$ cat src/rtl/srb_pkg.sv
package srb_pkg;
  // Register byte offsets
  localparam logic [4:0] OFS_RSC = 5'h00;
  localparam logic [4:0] OFS_BDC = 5'h04;
  localparam logic [4:0] OFS_DLO = 5'h08;
  localparam logic [4:0] OFS_DHI = 5'h0C;
  localparam logic [4:0] OFS_BUF = 5'h10;
  localparam logic [4:0] OFS_MODE = 5'h14;
  localparam logic [4:0] OFS_STAT = 5'h18;
  // receive_status_control writable fields
  localparam int PEN_BIT = 7;
  localparam int NINE_BIT = 6;
  localparam int SRE_BIT = 5;
  localparam int CRE_BIT = 4;
  localparam int ADE_BIT = 3;
  // baud_control writable fields
  localparam int ABO_BIT = 7;
  localparam int DRP_BIT = 5;
  localparam int CTP_BIT = 4;
  localparam int WDS_BIT = 3;
  localparam int WKE_BIT = 1;
  localparam int ABE_BIT = 0;
  // Mode register fields
  localparam int SYN_BIT = 0;
  localparam int MST_BIT = 1;
  localparam int HSS_BIT = 2;
  // Divide multipliers per bit time
  localparam logic [6:0] MUL_SLOW = 7'h40;
  localparam logic [6:0] MUL_MID = 7'h10;
  localparam logic [6:0] MUL_FAST = 7'h04;
  // Character lengths
  localparam logic [3:0] BITS8 = 4'h8;
  localparam logic [3:0] BITS9 = 4'h9;
  // Receiver sequence
  typedef enum logic [2:0] {
    ST_IDLE,
    ST_START,
    ST_DATA,
    ST_STOP,
    ST_ABD
  } srb_rx_state_t;
endpackage

$ cat src/rtl/srb_receive_control.sv
`timescale 1ns/1ps
module srb_receive_control (
  input logic clk_i,
  input logic rst_i,
  input logic ce_i,
  input logic wb_cyc_i,
  input logic wb_stb_i,
  input logic wb_we_i,
  input logic [4:0] wb_adr_i,
  input logic [3:0] wb_sel_i,
  input logic [31:0] wb_dat_i,
  output logic [31:0] wb_dat_o,
  output logic wb_ack_o,
  input logic rx_dt_i,
  input logic tx_ck_i,
  output logic tx_ck_o,
  output logic tx_ck_oe_o,
  output logic receive_interrupt_flag_o
);

  // Whole state of the block in one record
  typedef struct packed {
    logic ack;                        // Bus answer
    logic [7:0] dat;                  // Read data
    logic port_enable;
    logic nine_bit_receive_select;
    logic single_receive_enable;
    logic continuous_receive_enable;
    logic address_detect_enable;
    logic framing_error_flag;
    logic overrun_error_flag;
    logic received_ninth_bit;
    logic autobaud_overflow_flag;
    logic data_receive_polarity;
    logic clock_transmit_polarity;
    logic wide_divisor_select;
    logic wakeup_enable;
    logic autobaud_enable;
    logic sync;                       // Synchronous mode
    logic master;                     // Sync clock made here
    logic high_speed_select;
    logic [7:0] divisor_low_byte;
    logic [7:0] divisor_high_byte;
    logic [7:0] receive_buffer;
    logic full;                       // Buffer holds a character
    logic receive_interrupt_flag;
    logic [15:0] tmr;                 // Baud timer
    logic [6:0] phase;                // Ticks within a bit
    logic [3:0] bits;                 // Bits shifted so far
    logic [8:0] receive_shift_register;
    srb_pkg::srb_rx_state_t st;
    logic rx_m;                       // Data pin, first stage
    logic rx_s;                       // Data pin, second stage
    logic rx_p;                       // Previous line level
    logic ck_m;                       // Clock pin, first stage
    logic ck_s;                       // Clock pin, second stage
    logic ck_p;                       // Previous clock level
    logic ck_q;                       // Generated sync clock
    logic wk;                         // Wake edge seen
    logic tx_o;
    logic tx_oe;
    logic [15:0] abd_cnt;             // Auto-baud bit length
    logic [6:0] abd_sub;              // Clocks within one unit
  } srb_state_t;

  srb_state_t s_q;
  srb_state_t s_d;

  logic line;         // Data line after polarity
  logic fall;
  logic rise;
  logic crise;        // Slave clock edges
  logic cfall;
  logic [15:0] div;   // Active divisor
  logic tick;         // Timer period end
  logic [6:0] mult;
  logic [6:0] half;
  logic samp;         // Async mid-bit sample point
  logic mtog;         // Master clock toggle point
  logic sedge;        // Sync sampling edge
  logic acc;
  logic wr;
  logic rd;
  logic [7:0] wd;
  logic async_on;
  logic sync_on;
  logic [3:0] nbits;
  logic [8:0] nsh;

  // Bit-time multiplier from mode bits and divisor width
  function automatic logic [6:0] mult_f(input logic syn,
                                        input logic hs,
                                        input logic wide);
    if (syn) begin
      return srb_pkg::MUL_FAST;
    end else if (hs) begin
      return wide ? srb_pkg::MUL_FAST : srb_pkg::MUL_MID;
    end
    return wide ? srb_pkg::MUL_MID : srb_pkg::MUL_SLOW;
  endfunction

  // Right-justify a finished shift register
  function automatic logic [8:0] align_f(input logic nine,
                                         input logic [8:0] sh);
    return nine ? sh : {1'b0, sh[8:1]};
  endfunction

  // Hand a finished character to the buffer
  function automatic srb_state_t load_f(input srb_state_t x,
                                        input logic [8:0] v,
                                        input logic fe);
    srb_state_t y;
    y = x;
    // Address filter only in async nine-bit mode
    if (x.address_detect_enable && x.nine_bit_receive_select &&
        !x.sync && !v[8]) begin
      return y;
    end
    if (x.full) begin
      // Unread character wins; the new one is lost
      y.overrun_error_flag = 1'b1;
    end else begin
      y.receive_buffer = v[7:0];
      y.received_ninth_bit = v[8];
      y.framing_error_flag = fe;
      y.full = 1'b1;
      y.receive_interrupt_flag = 1'b1;
    end
    return y;
  endfunction

  // Line views; the first synchroniser stages are never read here
  assign line = s_q.rx_s ^ s_q.data_receive_polarity;
  assign fall = s_q.rx_p & ~line;
  assign rise = ~s_q.rx_p & line;
  assign crise = ~s_q.ck_p & s_q.ck_s;
  assign cfall = s_q.ck_p & ~s_q.ck_s;

  // Baud generator decode
  assign div = s_q.wide_divisor_select ?
               {s_q.divisor_high_byte, s_q.divisor_low_byte} :
               {8'h00, s_q.divisor_low_byte};
  assign tick = (s_q.tmr == div);
  assign mult = mult_f(s_q.sync, s_q.high_speed_select,
                       s_q.wide_divisor_select);
  assign half = mult >> 1;
  assign samp = tick && (s_q.phase == half - 7'h01);
  assign mtog = tick && ((s_q.phase == half - 7'h01) ||
                         (s_q.phase == mult - 7'h01));
  // Sample when the new level equals the polarity select
  assign sedge = s_q.master ?
                 (mtog && (~s_q.ck_q == s_q.clock_transmit_polarity)) :
                 (s_q.clock_transmit_polarity ? crise : cfall);

  // Bus access decode
  assign acc = wb_cyc_i & wb_stb_i & ~s_q.ack;
  assign wr = acc & wb_we_i & wb_sel_i[0];
  assign rd = acc & ~wb_we_i;
  assign wd = wb_dat_i[7:0];

  // Receiver enables per mode
  assign async_on = ~s_q.sync & s_q.continuous_receive_enable &
                    ~s_q.wakeup_enable & ~s_q.autobaud_enable;
  assign sync_on = s_q.sync & (s_q.continuous_receive_enable |
                   (s_q.single_receive_enable & s_q.master));
  assign nbits = s_q.nine_bit_receive_select ?
                 srb_pkg::BITS9 : srb_pkg::BITS8;
  assign nsh = {line, s_q.receive_shift_register[8:1]};

  // Next-state logic; hardware events come after
  // bus writes so a set wins over a clear
  always_comb begin
    s_d = s_q;
    s_d.ack = acc;
    // Pin synchronisers
    s_d.rx_m = rx_dt_i;
    s_d.rx_s = s_q.rx_m;
    s_d.rx_p = line;
    s_d.ck_m = tx_ck_i;
    s_d.ck_s = s_q.ck_m;
    s_d.ck_p = s_q.ck_s;
    // Free-running baud timer
    s_d.tmr = tick ? 16'h0000 : s_q.tmr + 16'h0001;
    if (tick) begin
      s_d.phase = (s_q.phase == mult - 7'h01) ? 7'h00 :
                  s_q.phase + 7'h01;
    end
    // Register reads
    if (rd) begin
      unique case (wb_adr_i)
        srb_pkg::OFS_RSC: s_d.dat = {s_q.port_enable,
          s_q.nine_bit_receive_select, s_q.single_receive_enable,
          s_q.continuous_receive_enable, s_q.address_detect_enable,
          s_q.framing_error_flag, s_q.overrun_error_flag,
          s_q.received_ninth_bit};
        srb_pkg::OFS_BDC: s_d.dat = {s_q.autobaud_overflow_flag,
          s_q.st == srb_pkg::ST_IDLE,
          s_q.data_receive_polarity, s_q.clock_transmit_polarity,
          s_q.wide_divisor_select, 1'b0, s_q.wakeup_enable,
          s_q.autobaud_enable};
        srb_pkg::OFS_DLO: s_d.dat = s_q.divisor_low_byte;
        srb_pkg::OFS_DHI: s_d.dat = s_q.divisor_high_byte;
        srb_pkg::OFS_BUF: s_d.dat = s_q.receive_buffer;
        srb_pkg::OFS_MODE: s_d.dat = {5'h00,
          s_q.high_speed_select, s_q.master, s_q.sync};
        srb_pkg::OFS_STAT: s_d.dat = {6'h00, s_q.full,
          s_q.receive_interrupt_flag};
        default: s_d.dat = 8'h00;
      endcase
      // Reading the buffer frees it and drops the flag
      if (wb_adr_i == srb_pkg::OFS_BUF) begin
        s_d.full = 1'b0;
        s_d.receive_interrupt_flag = 1'b0;
      end
    end
    // Register writes
    if (wr) begin
      unique case (wb_adr_i)
        srb_pkg::OFS_RSC: begin
          s_d.port_enable = wd[srb_pkg::PEN_BIT];
          s_d.nine_bit_receive_select = wd[srb_pkg::NINE_BIT];
          s_d.single_receive_enable = wd[srb_pkg::SRE_BIT];
          s_d.continuous_receive_enable = wd[srb_pkg::CRE_BIT];
          s_d.address_detect_enable = wd[srb_pkg::ADE_BIT];
          if (!wd[srb_pkg::CRE_BIT]) begin
            s_d.overrun_error_flag = 1'b0;
          end
        end
        srb_pkg::OFS_BDC: begin
          s_d.autobaud_overflow_flag = wd[srb_pkg::ABO_BIT];
          s_d.data_receive_polarity = wd[srb_pkg::DRP_BIT];
          s_d.clock_transmit_polarity = wd[srb_pkg::CTP_BIT];
          s_d.wide_divisor_select = wd[srb_pkg::WDS_BIT];
          s_d.wakeup_enable = wd[srb_pkg::WKE_BIT];
          s_d.autobaud_enable = wd[srb_pkg::ABE_BIT];
        end
        srb_pkg::OFS_DLO: begin
          s_d.divisor_low_byte = wd;
          s_d.tmr = 16'h0000;
          s_d.phase = 7'h00;
        end
        srb_pkg::OFS_DHI: begin
          s_d.divisor_high_byte = wd;
          s_d.tmr = 16'h0000;
          s_d.phase = 7'h00;
        end
        srb_pkg::OFS_MODE: begin
          s_d.sync = wd[srb_pkg::SYN_BIT];
          s_d.master = wd[srb_pkg::MST_BIT];
          s_d.high_speed_select = wd[srb_pkg::HSS_BIT];
        end
        default: begin
          // Unmapped or read-only: ignored
        end
      endcase
    end
    // Receiver and wake logic, only with the port on
    if (s_q.port_enable) begin
      // Wake-up: flag the falling edge, end on rise
      if (s_q.wakeup_enable && !s_q.sync) begin
        if (fall) begin
          s_d.receive_interrupt_flag = 1'b1;
          s_d.wk = 1'b1;
        end else if (rise && s_q.wk) begin
          s_d.wakeup_enable = 1'b0;
          s_d.wk = 1'b0;
        end
      end
      unique case (s_q.st)
        srb_pkg::ST_IDLE: begin
          s_d.bits = 4'h0;
          s_d.ck_q = s_q.clock_transmit_polarity;
          if (s_q.sync) begin
            if (sync_on) begin
              s_d.st = srb_pkg::ST_DATA;
              s_d.phase = 7'h00;
            end
          end else if (s_q.autobaud_enable && fall) begin
            s_d.st = srb_pkg::ST_ABD;
            s_d.abd_cnt = 16'h0000;
            s_d.abd_sub = 7'h00;
          end else if (async_on && fall) begin
            // Realign bit phase to the start edge
            s_d.st = srb_pkg::ST_START;
            s_d.phase = 7'h00;
          end
        end
        srb_pkg::ST_START: begin
          if (!async_on) begin
            s_d.st = srb_pkg::ST_IDLE;
          end else if (samp) begin
            // A glitch shorter than half a bit is dropped
            s_d.st = line ? srb_pkg::ST_IDLE : srb_pkg::ST_DATA;
          end
        end
        srb_pkg::ST_DATA: begin
          if (s_q.sync) begin
            if (!sync_on) begin
              s_d.st = srb_pkg::ST_IDLE;
              s_d.ck_q = s_q.clock_transmit_polarity;
            end else begin
              if (s_q.master && mtog) begin
                s_d.ck_q = ~s_q.ck_q;
              end
              if (sedge) begin
                s_d.receive_shift_register = nsh;
                s_d.bits = s_q.bits + 4'h1;
                if (s_q.bits == nbits - 4'h1) begin
                  s_d = load_f(s_d, align_f(
                    s_q.nine_bit_receive_select, nsh), 1'b0);
                  s_d.bits = 4'h0;
                  // Continuous mode keeps going
                  if (!s_q.continuous_receive_enable) begin
                    s_d.single_receive_enable = 1'b0;
                    s_d.st = srb_pkg::ST_IDLE;
                  end
                end
              end
            end
          end else if (!async_on) begin
            s_d.st = srb_pkg::ST_IDLE;
          end else if (samp) begin
            s_d.receive_shift_register = nsh;
            s_d.bits = s_q.bits + 4'h1;
            if (s_q.bits == nbits - 4'h1) begin
              s_d.st = srb_pkg::ST_STOP;
            end
          end
        end
        srb_pkg::ST_STOP: begin
          if (!async_on) begin
            s_d.st = srb_pkg::ST_IDLE;
          end else if (samp) begin
            // Low stop bit marks a framing error
            s_d = load_f(s_d, align_f(s_q.nine_bit_receive_select,
                         s_q.receive_shift_register), ~line);
            s_d.st = srb_pkg::ST_IDLE;
          end
        end
        srb_pkg::ST_ABD: begin
          // Start bit length counted in units of mult clocks
          if (!s_q.autobaud_enable || s_q.sync) begin
            s_d.st = srb_pkg::ST_IDLE;
          end else if (rise) begin
            {s_d.divisor_high_byte, s_d.divisor_low_byte} =
              (s_q.abd_cnt == 16'h0000) ? 16'h0000 :
              s_q.abd_cnt - 16'h0001;
            s_d.autobaud_enable = 1'b0;
            s_d.tmr = 16'h0000;
            s_d.st = srb_pkg::ST_IDLE;
          end else if (s_q.abd_sub == mult - 7'h01) begin
            s_d.abd_sub = 7'h00;
            s_d.abd_cnt = s_q.abd_cnt + 16'h0001;
            if (s_q.abd_cnt == 16'hFFFF) begin
              s_d.autobaud_overflow_flag = 1'b1;
              s_d.autobaud_enable = 1'b0;
              s_d.st = srb_pkg::ST_IDLE;
            end
          end else begin
            s_d.abd_sub = s_q.abd_sub + 7'h01;
          end
        end
        default: s_d.st = srb_pkg::ST_IDLE;
      endcase
    end else begin
      // Port off: receiver and its flags held in reset
      s_d.st = srb_pkg::ST_IDLE;
      s_d.full = 1'b0;
      s_d.receive_interrupt_flag = 1'b0;
      s_d.framing_error_flag = 1'b0;
      s_d.overrun_error_flag = 1'b0;
      s_d.wk = 1'b0;
      s_d.tmr = 16'h0000;
      s_d.phase = 7'h00;
      s_d.ck_q = s_q.clock_transmit_polarity;
    end
    // Pin drive; no transmitter, so async line idles
    s_d.tx_oe = s_d.port_enable &
                (~s_d.sync | s_d.master);
    s_d.tx_o = s_d.sync ? s_d.ck_q :
               ~s_d.clock_transmit_polarity;
  end

  // State register; clock enable freezes everything
  always_ff @(posedge clk_i) begin
    if (rst_i) begin
      s_q <= '0;
    end else if (ce_i) begin
      s_q <= s_d;
    end
  end

  // Outputs straight from the state record
  assign wb_ack_o = s_q.ack;
  assign wb_dat_o = {24'h000000, s_q.dat};
  assign tx_ck_o = s_q.tx_o;
  assign tx_ck_oe_o = s_q.tx_oe;
  assign receive_interrupt_flag_o = s_q.receive_interrupt_flag;

endmodule

$ cat config.mk
export PLATFORM = sky130hd
export DESIGN_NAME = srb_receive_control
export DESIGN_NICKNAME = d
export VERILOG_FILES = /design/src/rtl/srb_pkg.sv /design/src/rtl/srb_receive_control.sv
export SDC_FILE = /design/constraint.sdc
export NUM_CORES = 1
export LEC_CHECK = 0
export ABC_AREA = 1
export ABC_CLOCK_PERIOD_IN_PS = 2300
export BUFFER_PORTS_ARGS = -buffer_cell sky130_fd_sc_hd__buf_2
export CAP_MARGIN = 5
export CORE_AREA = 2 2 127 129
export DETAILED_ROUTE_END_ITERATION = 8
export DIE_AREA = 0 0 129 131
export PLACE_DENSITY = 0.72
export SLEW_MARGIN = 25
export SYNTH_ARGS = -nofsm -noshare
export SYNTH_HDL_FRONTEND = slang
export SYNTH_SLANG_ARGS = --single-unit
$ cat constraint.sdc
create_clock -name clk_i -period 2.3 [get_ports clk_i]
set_input_delay 0.115 -clock clk_i [delete_from_list [all_inputs] [get_ports clk_i]]
set_output_delay 0.115 -clock clk_i [all_outputs]
set_load 0.05 [all_outputs]
---- After elaboration in Yosys (flattened, before gate mapping) ----
Cells that the tools add are included.
cells by class
  muxes and demuxes ....................... 156
  equal/unequal tests ..................... 56
  bitwise gates (word level) .............. 30
  add/subtract/negate cells ............... 9
  reductions and logical operators ........ 33
operator list
  operator                                        count
  2-to-1 mux 124 bit                              15
  2-to-1 mux 88 bit                               2
  2-to-1 mux 16 bit                               10
  2-to-1 mux 23 bit                               6
  2-to-1 mux 33 bit                               3
  case mux 16 bit (3 select lines)                2
  case mux 23 bit (4 select lines)                1
  2-to-1 mux 7 bit                                11
  2-to-1 mux 75 bit                               1
  case mux 8 bit (7 select lines)                 1
  2-to-1 mux 1 bit                                52
  2-to-1 mux 3 bit                                17
  2-to-1 mux 25 bit                               2
  inequality test 3 bit (second input constant)   13
  case mux 17 bit (2 select lines)                1
  case mux 11 bit (3 select lines)                1
  adder 16 x 1 -> 16 bit (second input constant)  2
  inequality test 4 bit (second input constant)   8
  inequality test 5 bit (second input constant)   6
  2-to-1 mux 26 bit                               1
  AND reduction 13 bit                            2
  2-to-1 mux 8 bit                                3
  AND reduction 11 bit                            2
  == test 7 bit                                   3
  52 further kinds                                119
storage, ports and cells
  output and inout bits ................... 36
  flip-flop bits (word level) ............. 124
  logic and storage cells ................. 325
  input port bits ......................... 49

---- Longest topological paths before layout ----
Gate-level depths: netlist of run 1.
  depth after elaboration ................. 33
  gate-level depth with buffers ........... 19
  depth with buffers taken out ............ 18

---- Worst setup path after synthesis of run 1 ----
OpenSTA, ideal clock, no wires.
  path type ............................... register to register
  start point ............................. reg s_q (netlist bit wb_ack_o)
  end point ............................... reg s_q[13] (netlist name)
  clock period less this slack ............ 2.358 ns
  setup time .............................. 0.115 ns
  path buffers ............................ 1
  data arrival time ....................... 2.243 ns
  setup slack ............................. -0.058 ns
  cell stages (with the launch flop) ...... 16
  cells stage by stage .................... dfxtp_1 -> inv_1 -> nand3_1 -> nor2_4 -> nand2_4 -> nand2_1 -> nand2_2 -> nor2_4 -> nand3_4 -> a21oi_4 -> nand2_4 -> nor3_4 -> buf_6 -> nand3_1 -> nand2_1 -> nor2_1
on the way
  longest elaborated chain between the ends .. 17
  elaborated cells between the ends (all ways) .. 28
  those cells by class .................... eq/ne (4); mux (14); bitwise (4); reduce/logical (6)
ends and longest elaborated chain
  item                                                          line                                                    text
  from (decl)                                                   srb_receive_control.sv:66                               srb_state_t s_q;
  from (signal assigned)                                        srb_receive_control.sv:387                              s_q <= '0;
  from (signal assigned)                                        srb_receive_control.sv:389                              s_q <= s_d;
  inverter 1 bit *                                              srb_receive_control.sv:156                              assign acc = wb_cyc_i & wb_stb_i & ~s_q.ack;
  AND 1 bit *                                                   srb_receive_control.sv:156
  AND 1 bit * (2 in a row)                                      srb_receive_control.sv:157                              assign wr = acc & wb_we_i & wb_sel_i[0];
  2-to-1 mux 5 bit / 2-to-1 mux 25 bit (equally long branches)  srb_receive_control.sv:217                              if (wr) begin
  logical AND 1 bit / zero test 1 bit (equally long branches)   srb_receive_control.sv:115, srb_receive_control.sv:116
  logical AND 1 bit *                                           srb_receive_control.sv:115                              if (x.address_detect_enable && x.nine_bit_receive_select &&
  logical AND 1 bit                                             srb_receive_control.sv:116                              !x.sync && !v[8]) begin
  2-to-1 mux 1 bit                                              srb_receive_control.sv:115
  2-to-1 mux 1 bit                                              srb_receive_control.sv:308                              if (s_q.bits == nbits - 4'h1) begin
  2-to-1 mux 1 bit                                              srb_receive_control.sv:305                              if (sedge) begin
  2-to-1 mux 1 bit                                              srb_receive_control.sv:298                              if (!sync_on) begin
  2-to-1 mux 1 bit                                              srb_receive_control.sv:297                              if (s_q.sync) begin
  2-to-1 mux 1 bit                                              srb_receive_control.sv:269                              unique case (s_q.st)
  2-to-1 mux 1 bit                                              srb_receive_control.sv:258                              if (s_q.port_enable) begin
  inequality test 3 bit (no source line)                        n/a
  AND reduction 18 bit (no source line) *                       n/a
Mark *: on every way between the ends. The rest lies on a longest branch, timed or not. The select of a mux whose other input is x is not followed.
A chain may end at the register's enable or synchronous reset.

---- Worst setup path after layout of run 1 ----
  start point ............................. reg s_q[103] (netlist name)
  end point ............................... reg s_q[79] (netlist name)
on the way
  longest elaborated chain between the ends .. 12
  elaborated cells between the ends (all ways) .. 19
  those cells by class .................... add/sub (2); eq/ne (5); mux (7); reduce/logical (5)
ends and longest elaborated chain
  item                                                                           line                                                                                text
  2-to-1 mux 5 bit                                                               srb_receive_control.sv:97                                                           return wide ? srb_pkg::MUL_FAST : srb_pkg::MUL_MID;
  2-to-1 mux 7 bit                                                               srb_receive_control.sv:96                                                           end else if (hs) begin
  2-to-1 mux 7 bit                                                               srb_receive_control.sv:94                                                           if (syn) begin
  2-to-1 mux 7 bit                                                               srb_receive_control.sv:99                                                           return wide ? srb_pkg::MUL_MID : srb_pkg::MUL_SLOW;
  subtractor 7 x 1 -> 7 bit / subtractor 6 x 1 -> 7 bit (equally long branches)  srb_receive_control.sv:149, srb_receive_control.sv:147, srb_receive_control.sv:148
  == test 7 bit, on equally long branches                                        srb_receive_control.sv:149, srb_receive_control.sv:147, srb_receive_control.sv:148
  logical OR 1 bit                                                               srb_receive_control.sv:148                                                          assign mtog = tick && ((s_q.phase == half - 7'h01) ||
  logical AND 1 bit                                                              srb_receive_control.sv:148
  logical AND 1 bit                                                              srb_receive_control.sv:152                                                          (mtog && (~s_q.ck_q == s_q.clock_transmit_polarity)) :
  2-to-1 mux 1 bit                                                               srb_receive_control.sv:151                                                          assign sedge = s_q.master ?
  inequality test 3 bit (no source line)                                         n/a
  AND reduction 13 bit (no source line) *                                        n/a
Marked as above.

==> impl_metrics.ini, run 1 <==
[setup_path]
crit_type = reg -> reg
reg2reg_from = s_q[103]
r2r_setup_slack_ns = -0.18
endpoint_kind = register
reg2reg_depth = 16
slowest_delay_ns = 0.40
critPathLaunch = s_q[103]
crit_path_cell_trace = buf_12 > nand3_1 > nand2_1 > nand3_1 > nor2_2 > nand2_2 > nor2_4 > nand3_4 > nand2_4 > nand2_2 > inv_2 > nand2_8 > a31oi_4 > nand3b_1 > nor2_1 > nor2_1
crit_path_start_kind = register
crit_arrival_ns = 2.81
cp_max_fo = 8
cp_data_required_time_ns = 2.63
reg2reg_to = s_q[79]
setup.worst_path.end = s_q[79]
critPathSlowestCell = dfxtp_4

[final_layout]
layout_common_cells = nand2_1 (271), nor2_1 (149), inv_1 (131)
final_common_cell = nand2_1
nets = 1531
insertedDiodeCount = 0
final_cell_area_um2 = 10830
syn_to_final_growth_pct = 28.79
drive_above_1_share = 0.2305
fillers = 1344

[grt]
grt_usage = 0.3271
grt_pass1_vias = 8532
grt-ovfl-total = 0
antenna_found_initial = 0
grt_max_degree = 66
met1_usage = 0.4322
gr-usage-met2 = 0.5073
grt_first_pass_wirelength_um = 43250
use_met3 = 0.07980
top_usage_layer = met2

[yosys]
synth_flop_cell = dfxtp_1
synth_top_cell_area_share = 0.2952
synth_async_sr_flop_share = 0
synthCells = 1335
yosysUniqueCellTypes = 52
synth_area_per_cell_um2 = 6.298
synth-edff-count = 0
seq_area_frac_synth = 0.2952
yosys-top-cells-area = dfxtp_1 (30%), nand2_1 (13%), nor2_1 (7.5%)
ys_warn_count = 0
syn_area_um2 = 8408
synth_top_area_cell = dfxtp_1
ys_seq_elements = 124

[timing]
worst-slew-pin-transition_ns = 0.8079
setup_violations = 51
final_max_slew_viol_count = 0
min_period_ns = 2.479
post-route-period-util = 1.078
skew_ns = 0.009565
rsz0062_at_grt = yes
fmax_ghz = 0.4033
setup_ws_ns = -0.1794
tns_ns = -3.702
slew_headroom = 0.4614
report.final.hold_viol_count = 0

[pwr]
p_sw_frac = 0.2529
seqPwrFrac = 0.371
clkPwrFrac = 0.526
irDropWorstVdd_uv = 585.4
p_int_mw = 4.434
power-per-cell-area_nw_per_um2 = 548.1
p_switching_mw = 1.501
p_leak_nw = 4.464
combPwrFrac = 0.104

[floorplan]
num_io_pins = 85
die_x_um = 129
die_h_um = 131
die_area_um2 = 16900
num_rows = 46
start_util = 0.5391
core_um2 = 15600

[cts]
root_buffer = clkbuf_16
clk_pin_slew_ns = 0.06
clkLatencyLatePin_ns = 0.44
cts_tree = done
clockBufferDepth = 2
cts_buffers = 17
htreeDepth = 4
cts_sinks = 124

[detailed_routing]
drc = 0
vias_per_cell = 5.690
drt-initial-drc-count = 980
wl_per_cell_um = 16.48
drtAntennaViolNets = 0
drtPass1Iterations = 6
vias = 9695
wirelength_um = 28080

[flow_run]
cap_violations = 0

[outcome]
violations = negative setup slack
outcome = finished with violations

[hold_path]
holdCritPathClass = in -> reg

[place]
port_buffers = 33
dpl_cell_area_um2 = 9462
dpl.hpwl_um = 19660
routabilityCongestion = 0.9941
-- power groups by stage --
stage | clock (mW) | combinational [mW] | sequential (mW)
after floorplan | 0 | 0.386 | 2.25
after global placement | 0 | 0.548 | 2.25
after detailed placement | 0 | 0.549 | 2.25
after CTS | 3.13 | 0.570 | 2.20
after global routing | 3.22 | 0.656 | 2.20
final | 3.12 | 0.616 | 2.20
-- metal layers --
| metal | vias up | share of wire |
|---|---|---|
| li1 | 4663 | - |
| met1 | 4377 | 0.42 |
| met2 | 544 | 0.44 |
| met3 | 111 | 0.098 |
| met4 | 0 | 0.042 |
| met5 | - | 0 |
-- timing repair --
item / in CTS / in global routing
pin swaps: 21 / 41
gates cloned: 1 / 4
buffers inserted: 9 / 12
hold buffers: 3 / 0
hold endpoints to repair: 7 / 0
setup endpoints to repair: 54 / 71
gates resized for setup: 39 / 99
-- worst max-delay path, delay by kind of cell, from the launching register on --
| family | cells | cell delay [ns] |
|---|---|---|
| DFF | 1 | 0.40 |
| buffers and inverters | 2 | 0.24 |
| and+or+nand+nor | 13 | 1.56 |
| AOI/OAI and AO/OA | 1 | 0.14 |
-- cell type report --
class	instances	area [um^2]	area share
Clock buffer	20	456.7	0.04217
Clock inverter	11	214.0	0.01976
Inverter	154	585.6	0.05407
Multi-Input combinational cell	1004	5409	0.4995
Sequential cell	124	2490	0.2299
Tap cell	216	270.3	0.02496
Timing Repair Buffer	175	1404	0.1296
-- synthesized netlist by cell type (all sizes together), types with 15 or more instances --
cell,n
buf,45
nor3,31
nor2,182
nand4,30
xor2,18
o211ai,15
o21ai,121
inv,153
nand3,80
dfxtp,124
a21oi,113
nand2,303
clkbuf,32
-- kinds of logic after synthesis --
kind of cell | Yosys count | synth area share
simple gates | 645 | 0.3442
compound gates | 300 | 0.2021
buf+inv | 231 | 0.1199
flops | 124 | 0.2952
xor+xnor | 28 | 0.02917
fa+ha+maj | 6 | 0.008928
other cells | 1 | 0.0004460
-- state kept, by name, indices dropped and copies added (netlist names) --
register and count:
tx_ck_o 1, tx_ck_oe_o 1, wb_ack_o 1, s_q 104
receive_interrupt_flag_o 1, nsh 8, wb_dat_o 8
-- per-stage QoR --
stage / std cells / hold WS (ns) / setup WS (ns) / power (mW) / utilization
global route: 1704 / 0.01606 / -0.3163 / 6.074 / 0.6943
finish: 1704 / 0.01305 / -0.1794 / 5.935 / 0.6943
detailed placement: 1648 / 0.3482 / -0.1683 / 2.795 / 0.6066
floorplan: 1358 / 0.2499 / 0.04279 / 2.637 / -
CTS: 1691 / 0.0004078 / -0.05367 / 5.900 / 0.6648
global placement: 1648 / 0.3405 / -0.1443 / 2.793 / 0.6066
-- how the worst min path moves through the flow --
stage	startpoint	end	cells past startpoint
after floorplan	tx_ck_i	s_q[29]	2
after global placement	rx_dt_i	s_q[32]	3
after detailed placement	rx_dt_i	s_q[32]	3
after CTS	wb_dat_i[3]	s_q[110]	3
after global routing	wb_dat_i[7]	s_q[106]	3
final	wb_dat_i[3]	s_q[110]	3
Note: power is estimated with default switching activity, not from simulation.
==> run 2, diff against run 1 <==
--- a/config.mk
+++ b/config.mk
@@ -9,10 +9,10 @@
 export ABC_CLOCK_PERIOD_IN_PS = 2300
 export BUFFER_PORTS_ARGS = -buffer_cell sky130_fd_sc_hd__buf_2
 export CAP_MARGIN = 5
-export CORE_AREA = 2 2 127 129
+export CORE_AREA = 2 2 128 130
 export DETAILED_ROUTE_END_ITERATION = 8
-export DIE_AREA = 0 0 129 131
-export PLACE_DENSITY = 0.72
+export DIE_AREA = 0 0 130 132
+export PLACE_DENSITY = 0.71
 export SLEW_MARGIN = 25
 export SYNTH_ARGS = -nofsm -noshare
 export SYNTH_HDL_FRONTEND = slang
==> impl_metrics.ini, run 2 (synthesis gave the netlist of run 1 again) <==
[flow_run]
cap_violations = 0

[place]
routabilityCongestion = 1.010
dpl.hpwl_um = 19430
port_buffers = 33
dp_worst_setup_slack_ns = -0.1946
placed_cells = 1643

[detailed_routing]
drc = 0
drt-initial-drc-count = 1093
drtPass1Iterations = 6
wirelength_um = 28050
top_layer_used = met4
wl_met2_um = 12190
vias_per_cell = 5.659
drtAntennaViolNets = 0
vias = 9649
wl_per_cell_um = 16.45
m1WireLength_um = 11990
met3WireLength_um = 2537

[timing]
setup_violations = 48
tns_ns = -4.514
skew_ns = 0.007735
post-route-period-util = 1.083
min_period_ns = 2.490
fmax_ghz = 0.4016
report.final.hold_viol_count = 0
fin_hold_ws_ns = 0.02328
worst-slew-pin-transition_ns = 0.5982
setup_ws_ns = -0.1900
slew_headroom = 0.5982
final_max_slew_viol_count = 0
rsz0062_at_grt = yes

[setup_path]
setup.worst_path.end = s_q[17]
cp_data_required_time_ns = 2.62
critPathSlowestCell = dfxtp_4
crit_path_start_kind = register
critPathLaunch = s_q[103]
cp_max_fo = 8
worst-path-stages = 17
crit_path_cell_trace = clkbuf_16 > nand3_1 > nand2_1 > nand3_2 > nor2_2 > nand2_2 > nor2_4 > nand4_1 > nand3_2 > nand2_4 > nor3_4 > buf_6 > buf_12 > a21oi_4 > buf_12 > nand2_1 > nor2_1
crit_type = reg -> reg
reg2reg_from = s_q[103]
crit_arrival_ns = 2.81
slowest_delay_ns = 0.38
reg2reg_to = s_q[17]
reg2reg_depth = 17
cp_top_family = simple AND/OR/NAND/NOR gates
crit_buf_inv = 4
r2r_setup_slack_ns = -0.19
endpoint_kind = register

[pwr]
seqPwrFrac = 0.382
p_switching_mw = 1.502
irDropWorstVdd_uv = 549.0
combPwrFrac = 0.111
p_sw_frac = 0.2603
p_int_mw = 4.267
clkPwrFrac = 0.507
power-per-cell-area_nw_per_um2 = 533.5
p_leak_nw = 4.478

[cts]
htreeDepth = 4
cts_tree = done
root_buffer = clkbuf_16
cts_sinks = 124
clkLatencyLatePin_ns = 0.43
clockBufferDepth = 2
clk_pin_slew_ns = 0.06
cts_buffers = 17

[final_layout]
utilization = 0.6882
syn_to_final_growth_pct = 28.60
insertedDiodeCount = 0
instances_no_fill = 1705
final_common_cell = nand2_1
layout_common_cells = nand2_1 (268), nor2_1 (149), inv_1 (132)
top_register = s_q
fillers = 1365
drive_above_1_share = 0.2283
largest_reg_flops = 104
nets = 1531

[grt]
grt-ovfl-total = 0
grt_max_degree = 59
grt_pass1_vias = 8354
grt_first_pass_wirelength_um = 42570
antenna_found_initial = 0
grt_usage = 0.3123

[floorplan]
core_um2 = 15710
die_x_um = 130
start_util = 0.5351
num_io_pins = 85
die_h_um = 132
die_area_um2 = 17160
num_rows = 46

[outcome]
violations = negative setup slack
outcome = finished with violations

[hold_path]
holdCritPathClass = in -> reg
==> run 2: cell count changes in the layout (fill, tap and decap cells not counted), moves of 3 or more <==
cell | previous run | this run
nand2_1 | 271 | 268
a21oi_2 | 4 | 8
o21ai_2 | 8 | 4
o21ai_0 | 103 | 107
a21oi_1 | 106 | 102
==> run 2: worst register-to-register path: stages (launching register included) <==
cell,delay [ns]
dfxtp_4,0.38
clkbuf_16,0.15
nand3_1,0.08
nand2_1,0.09
nand3_2,0.07
nor2_2,0.14
nand2_2,0.09
nor2_4,0.16
nand4_1,0.17
nand3_2,0.17
nand2_4,0.09
nor3_4,0.20
buf_6,0.13
buf_12,0.12
a21oi_4,0.07
buf_12,0.17
nand2_1,0.07
nor2_1,0.04
==> run 2: power groups by stage <==
stage	Sequential (mW)	Clock [mW]	Combinational [mW]
detailed placement	2.25	0	0.542
global placement	2.25	0	0.538
floorplan	2.25	0	0.386
CTS	2.20	2.94	0.578
global route	2.20	3.05	0.681
finish	2.20	2.93	0.641
==> run 2: worst min-delay path by stage <==
stage,start,to,depth (start not counted)
floorplan,tx_ck_i,s_q[29],2
global placement,rx_dt_i,s_q[32],3
detailed placement,tx_ck_i,s_q[29],3
CTS,wb_cyc_i,wb_ack_o,3
global route,wb_dat_i[7],s_q[106],3
finish,wb_dat_i[3],s_q[110],3
==> run 2: per-stage QoR <==
step	instance area (um^2)	power [mW]
global placement	9412	2.786
floorplan	8496	2.637
global route	10810	5.933
detailed placement	9412	2.789
CTS	10290	5.718
finish	10810	5.769
==> run 2: cell type report <==
cell class	count	area, um^2	share of cell area
timing repair buffer	175	1433	0.1325
tap	216	270.3	0.02499
inverter	154	593.1	0.05485
sequential	124	2489	0.2302
multi-input combinational	1004	5391	0.4986
clock buffer	22	474.2	0.04386
clock inverter	10	162.7	0.01504
==> run 2: what timing repair did <==
action | in CTS | in global routing
pin swaps | 15 | 28
resized for setup | 36 | 94
gates cloned | 1 | 3
hold buffers | 3 | 0
setup endpoints to repair | 49 | 74
hold endpoints to repair | 3 | 0
buffers inserted | 7 | 17
==> run 2: routing by layer <==
layer,up-vias,track usage
li1,4679,-
met1,4362,0.4435
met2,499,0.4523
met3,109,0.05966
met4,0,0.1481
met5,-,0
==> run 3, diff against run 2 <==
--- a/config.mk
+++ b/config.mk
@@ -9,10 +9,10 @@
 export ABC_CLOCK_PERIOD_IN_PS = 2300
 export BUFFER_PORTS_ARGS = -buffer_cell sky130_fd_sc_hd__buf_2
 export CAP_MARGIN = 5
-export CORE_AREA = 2 2 128 130
+export CORE_AREA = 2 2 140 211
 export DETAILED_ROUTE_END_ITERATION = 8
-export DIE_AREA = 0 0 130 132
-export PLACE_DENSITY = 0.71
+export DIE_AREA = 0 0 142 213
+export PLACE_DENSITY = 0.44
 export SLEW_MARGIN = 25
 export SYNTH_ARGS = -nofsm -noshare
 export SYNTH_HDL_FRONTEND = slang
==> impl_metrics.ini, run 3 (synthesis gave the netlist of run 1 again) <==
[detailed_routing]
drtAntennaViolNets = 0
top_layer_used = met4
wl_per_cell_um = 16.39
drc = 0
m1WireLength_um = 12900
wirelength_um = 31260
vias_per_cell = 4.948
wl_met2_um = 15790
drt-initial-drc-count = 397
vias = 9436
drtPass1Iterations = 5
met3WireLength_um = 949

[grt]
antenna_found_initial = 0
grt_max_degree = 44
grt-ovfl-total = 0
grt_pass1_vias = 9030
grt_first_pass_wirelength_um = 48110
grt_usage = 0.2093

[setup_path]
reg2reg_to = s_q[4]
worst-path-stages = 17
reg2reg_depth = 17
cp_max_fo = 6
setup.worst_path.end = s_q[4]
critPathLaunch = wb_ack_o
slowest_delay_ns = 0.31
crit_arrival_ns = 2.78
critPathMostFrequentCell = nand2_2
endpoint_kind = register
r2r_setup_slack_ns = -0.11
cp_data_required_time_ns = 2.67
critPathSlowestCell = dfxtp_2
crit_buf_inv = 3
crit_path_cell_trace = inv_1 > nand3_2 > nor2_4 > nand2_4 > nand2_2 > nand2_2 > nor2_4 > nand3_4 > nand2_2 > nand2_2 > nand2_4 > buf_4 > nor2_4 > buf_4 > a21oi_4 > o21ai_1 > a21oi_1
crit_path_start_kind = register
crit_type = reg -> reg
cp_top_family = simple AND/OR/NAND/NOR gates
reg2reg_from = wb_ack_o

[cts]
cts_buffers = 17
clk_pin_slew_ns = 0.06
cts_tree = done
root_buffer = clkbuf_16
clkLatencyLatePin_ns = 0.44
clockBufferDepth = 2
htreeDepth = 4
cts_sinks = 124

[flow_run]
cap_violations = 0

[final_layout]
nets = 1601
final_common_cell = nand2_1
layout_common_cells = nand2_1 (270), buf_4 (196), nor2_1 (142)
insertedDiodeCount = 0
top_register = s_q
drive_above_1_share = 0.2641
syn_to_final_growth_pct = 34.43
final_cell_area_um2 = 11300
largest_reg_flops = 104
instances_no_fill = 1907

[timing]
report.final.hold_viol_count = 0
skew_ns = 0.01042
setup_violations = 32
tns_ns = -1.907
min_period_ns = 2.406
fmax_ghz = 0.4156
setup_ws_ns = -0.1061
final_max_slew_viol_count = 0
worst-slew-pin-transition_ns = 0.5812
post-route-period-util = 1.046
rsz0062_at_grt = yes
slew_headroom = 0.6126

[place]
placed_cells = 1862
dpl_cell_area_um2 = 10210
port_buffers = 33
dpl.hpwl_um = 24480
routabilityCongestion = 0.9314

[pwr]
irDropWorstVdd_uv = 560.9
p_leak_nw = 4.765
p_switching_mw = 1.514
seqPwrFrac = 0.402
clkPwrFrac = 0.478
power-per-cell-area_nw_per_um2 = 483.7
p_int_mw = 3.953
p_sw_frac = 0.2770
combPwrFrac = 0.120

[outcome]
outcome = finished with violations
violations = negative setup slack

[floorplan]
core_um2 = 28430
start_util = 0.2957
num_io_pins = 85
num_rows = 76
die_area_um2 = 30250
die_h_um = 213
die_x_um = 142

[hold_path]
holdCritPathClass = in -> reg
[run 3: cell types whose count changed in the layout (fill, tap and decap cells not counted), moves of 4 or more]
cell	delta
a21oi_1	+4
o21ai_0	-5
o21ai_1	+5
buf_6	-4
nor2_1	-7
nor3_1	-4
a21oi_2	-4
nand2_4	-4
buf_4	+79
nor2_2	+9
[run 3: layout make-up]
| class | count | area, um^2 |
|---|---|---|
| Sequential cell | 124 | 2489 |
| Multi-Input combinational cell | 1003 | 5361 |
| Tap cell | 351 | 439.2 |
| Clock buffer | 22 | 484.2 |
| Timing Repair Buffer | 246 | 1881 |
| Fill cell | 3076 | 17130 |
| Clock inverter | 7 | 66.31 |
| Inverter | 154 | 583.1 |
[run 3: worst min-delay path by stage]
stage                           start  endpoint  slack, ns  depth (start not counted)
final                        wb_cyc_i  wb_ack_o       0.07                          4
after global routing         wb_cyc_i  wb_ack_o       0.07                          4
after CTS                 wb_dat_i[2]   s_q[98]       0.06                          3
after detailed placement      tx_ck_i   s_q[29]       0.35                          3
after global placement        rx_dt_i   s_q[32]       0.33                          3
after floorplan               tx_ck_i   s_q[29]       0.25                          2
[run 3: metal layers]
metal / track usage / up-vias
li1: - / 4812
met1: 0.2324 / 4378
met2: 0.3753 / 177
met3: 0.03745 / 69
met4: 0.1148 / 0
met5: 0 / -
[run 3: through the flow]
step | hold WS, ns | utilization | worst slack, ns | power, mW
after global placement | 0.3344 | 0.3591 | -0.1590 | 2.868
after CTS | 0.06033 | 0.3826 | -0.1162 | 5.536
after detailed placement | 0.3541 | 0.3591 | -0.1881 | 2.868
final | 0.07053 | 0.3976 | -0.1061 | 5.467
after floorplan | 0.2499 | - | 0.04279 | 2.637
after global routing | 0.06563 | 0.3976 | -0.2549 | 5.685
[run 3: what timing repair did]
action / 4_1_cts / 5_1_grt
pin swaps: 7 / 32
gates resized for setup: 24 / 100
buffers inserted: 1 / 10
cloned: 0 / 1
hold buffers: 4 / 0
hold endpoints to repair: 4 / 0
setup endpoints to repair: 50 / 80
[run 3: power by group through the flow]
stage | sequential (mW) | combinational [mW] | clock [mW]
2_1_floorplan | 2.25 | 0.386 | 0
3_3_place_gp | 2.25 | 0.622 | 0
3_5_place_dp | 2.25 | 0.622 | 0
4_1_cts | 2.20 | 0.633 | 2.70
5_1_grt | 2.20 | 0.704 | 2.78
6_report | 2.20 | 0.654 | 2.61
[run 3: worst reg2reg max path, stage by stage (launching register included)]
cell	delay (ns)
dfxtp_2	0.31
inv_1	0.05
nand3_2	0.09
nor2_4	0.28
nand2_4	0.11
nand2_2	0.07
nand2_2	0.06
nor2_4	0.18
nand3_4	0.13
nand2_2	0.10
nand2_2	0.08
nand2_4	0.09
buf_4	0.12
nor2_4	0.05
buf_4	0.14
a21oi_4	0.25
o21ai_1	0.11
a21oi_1	0.12
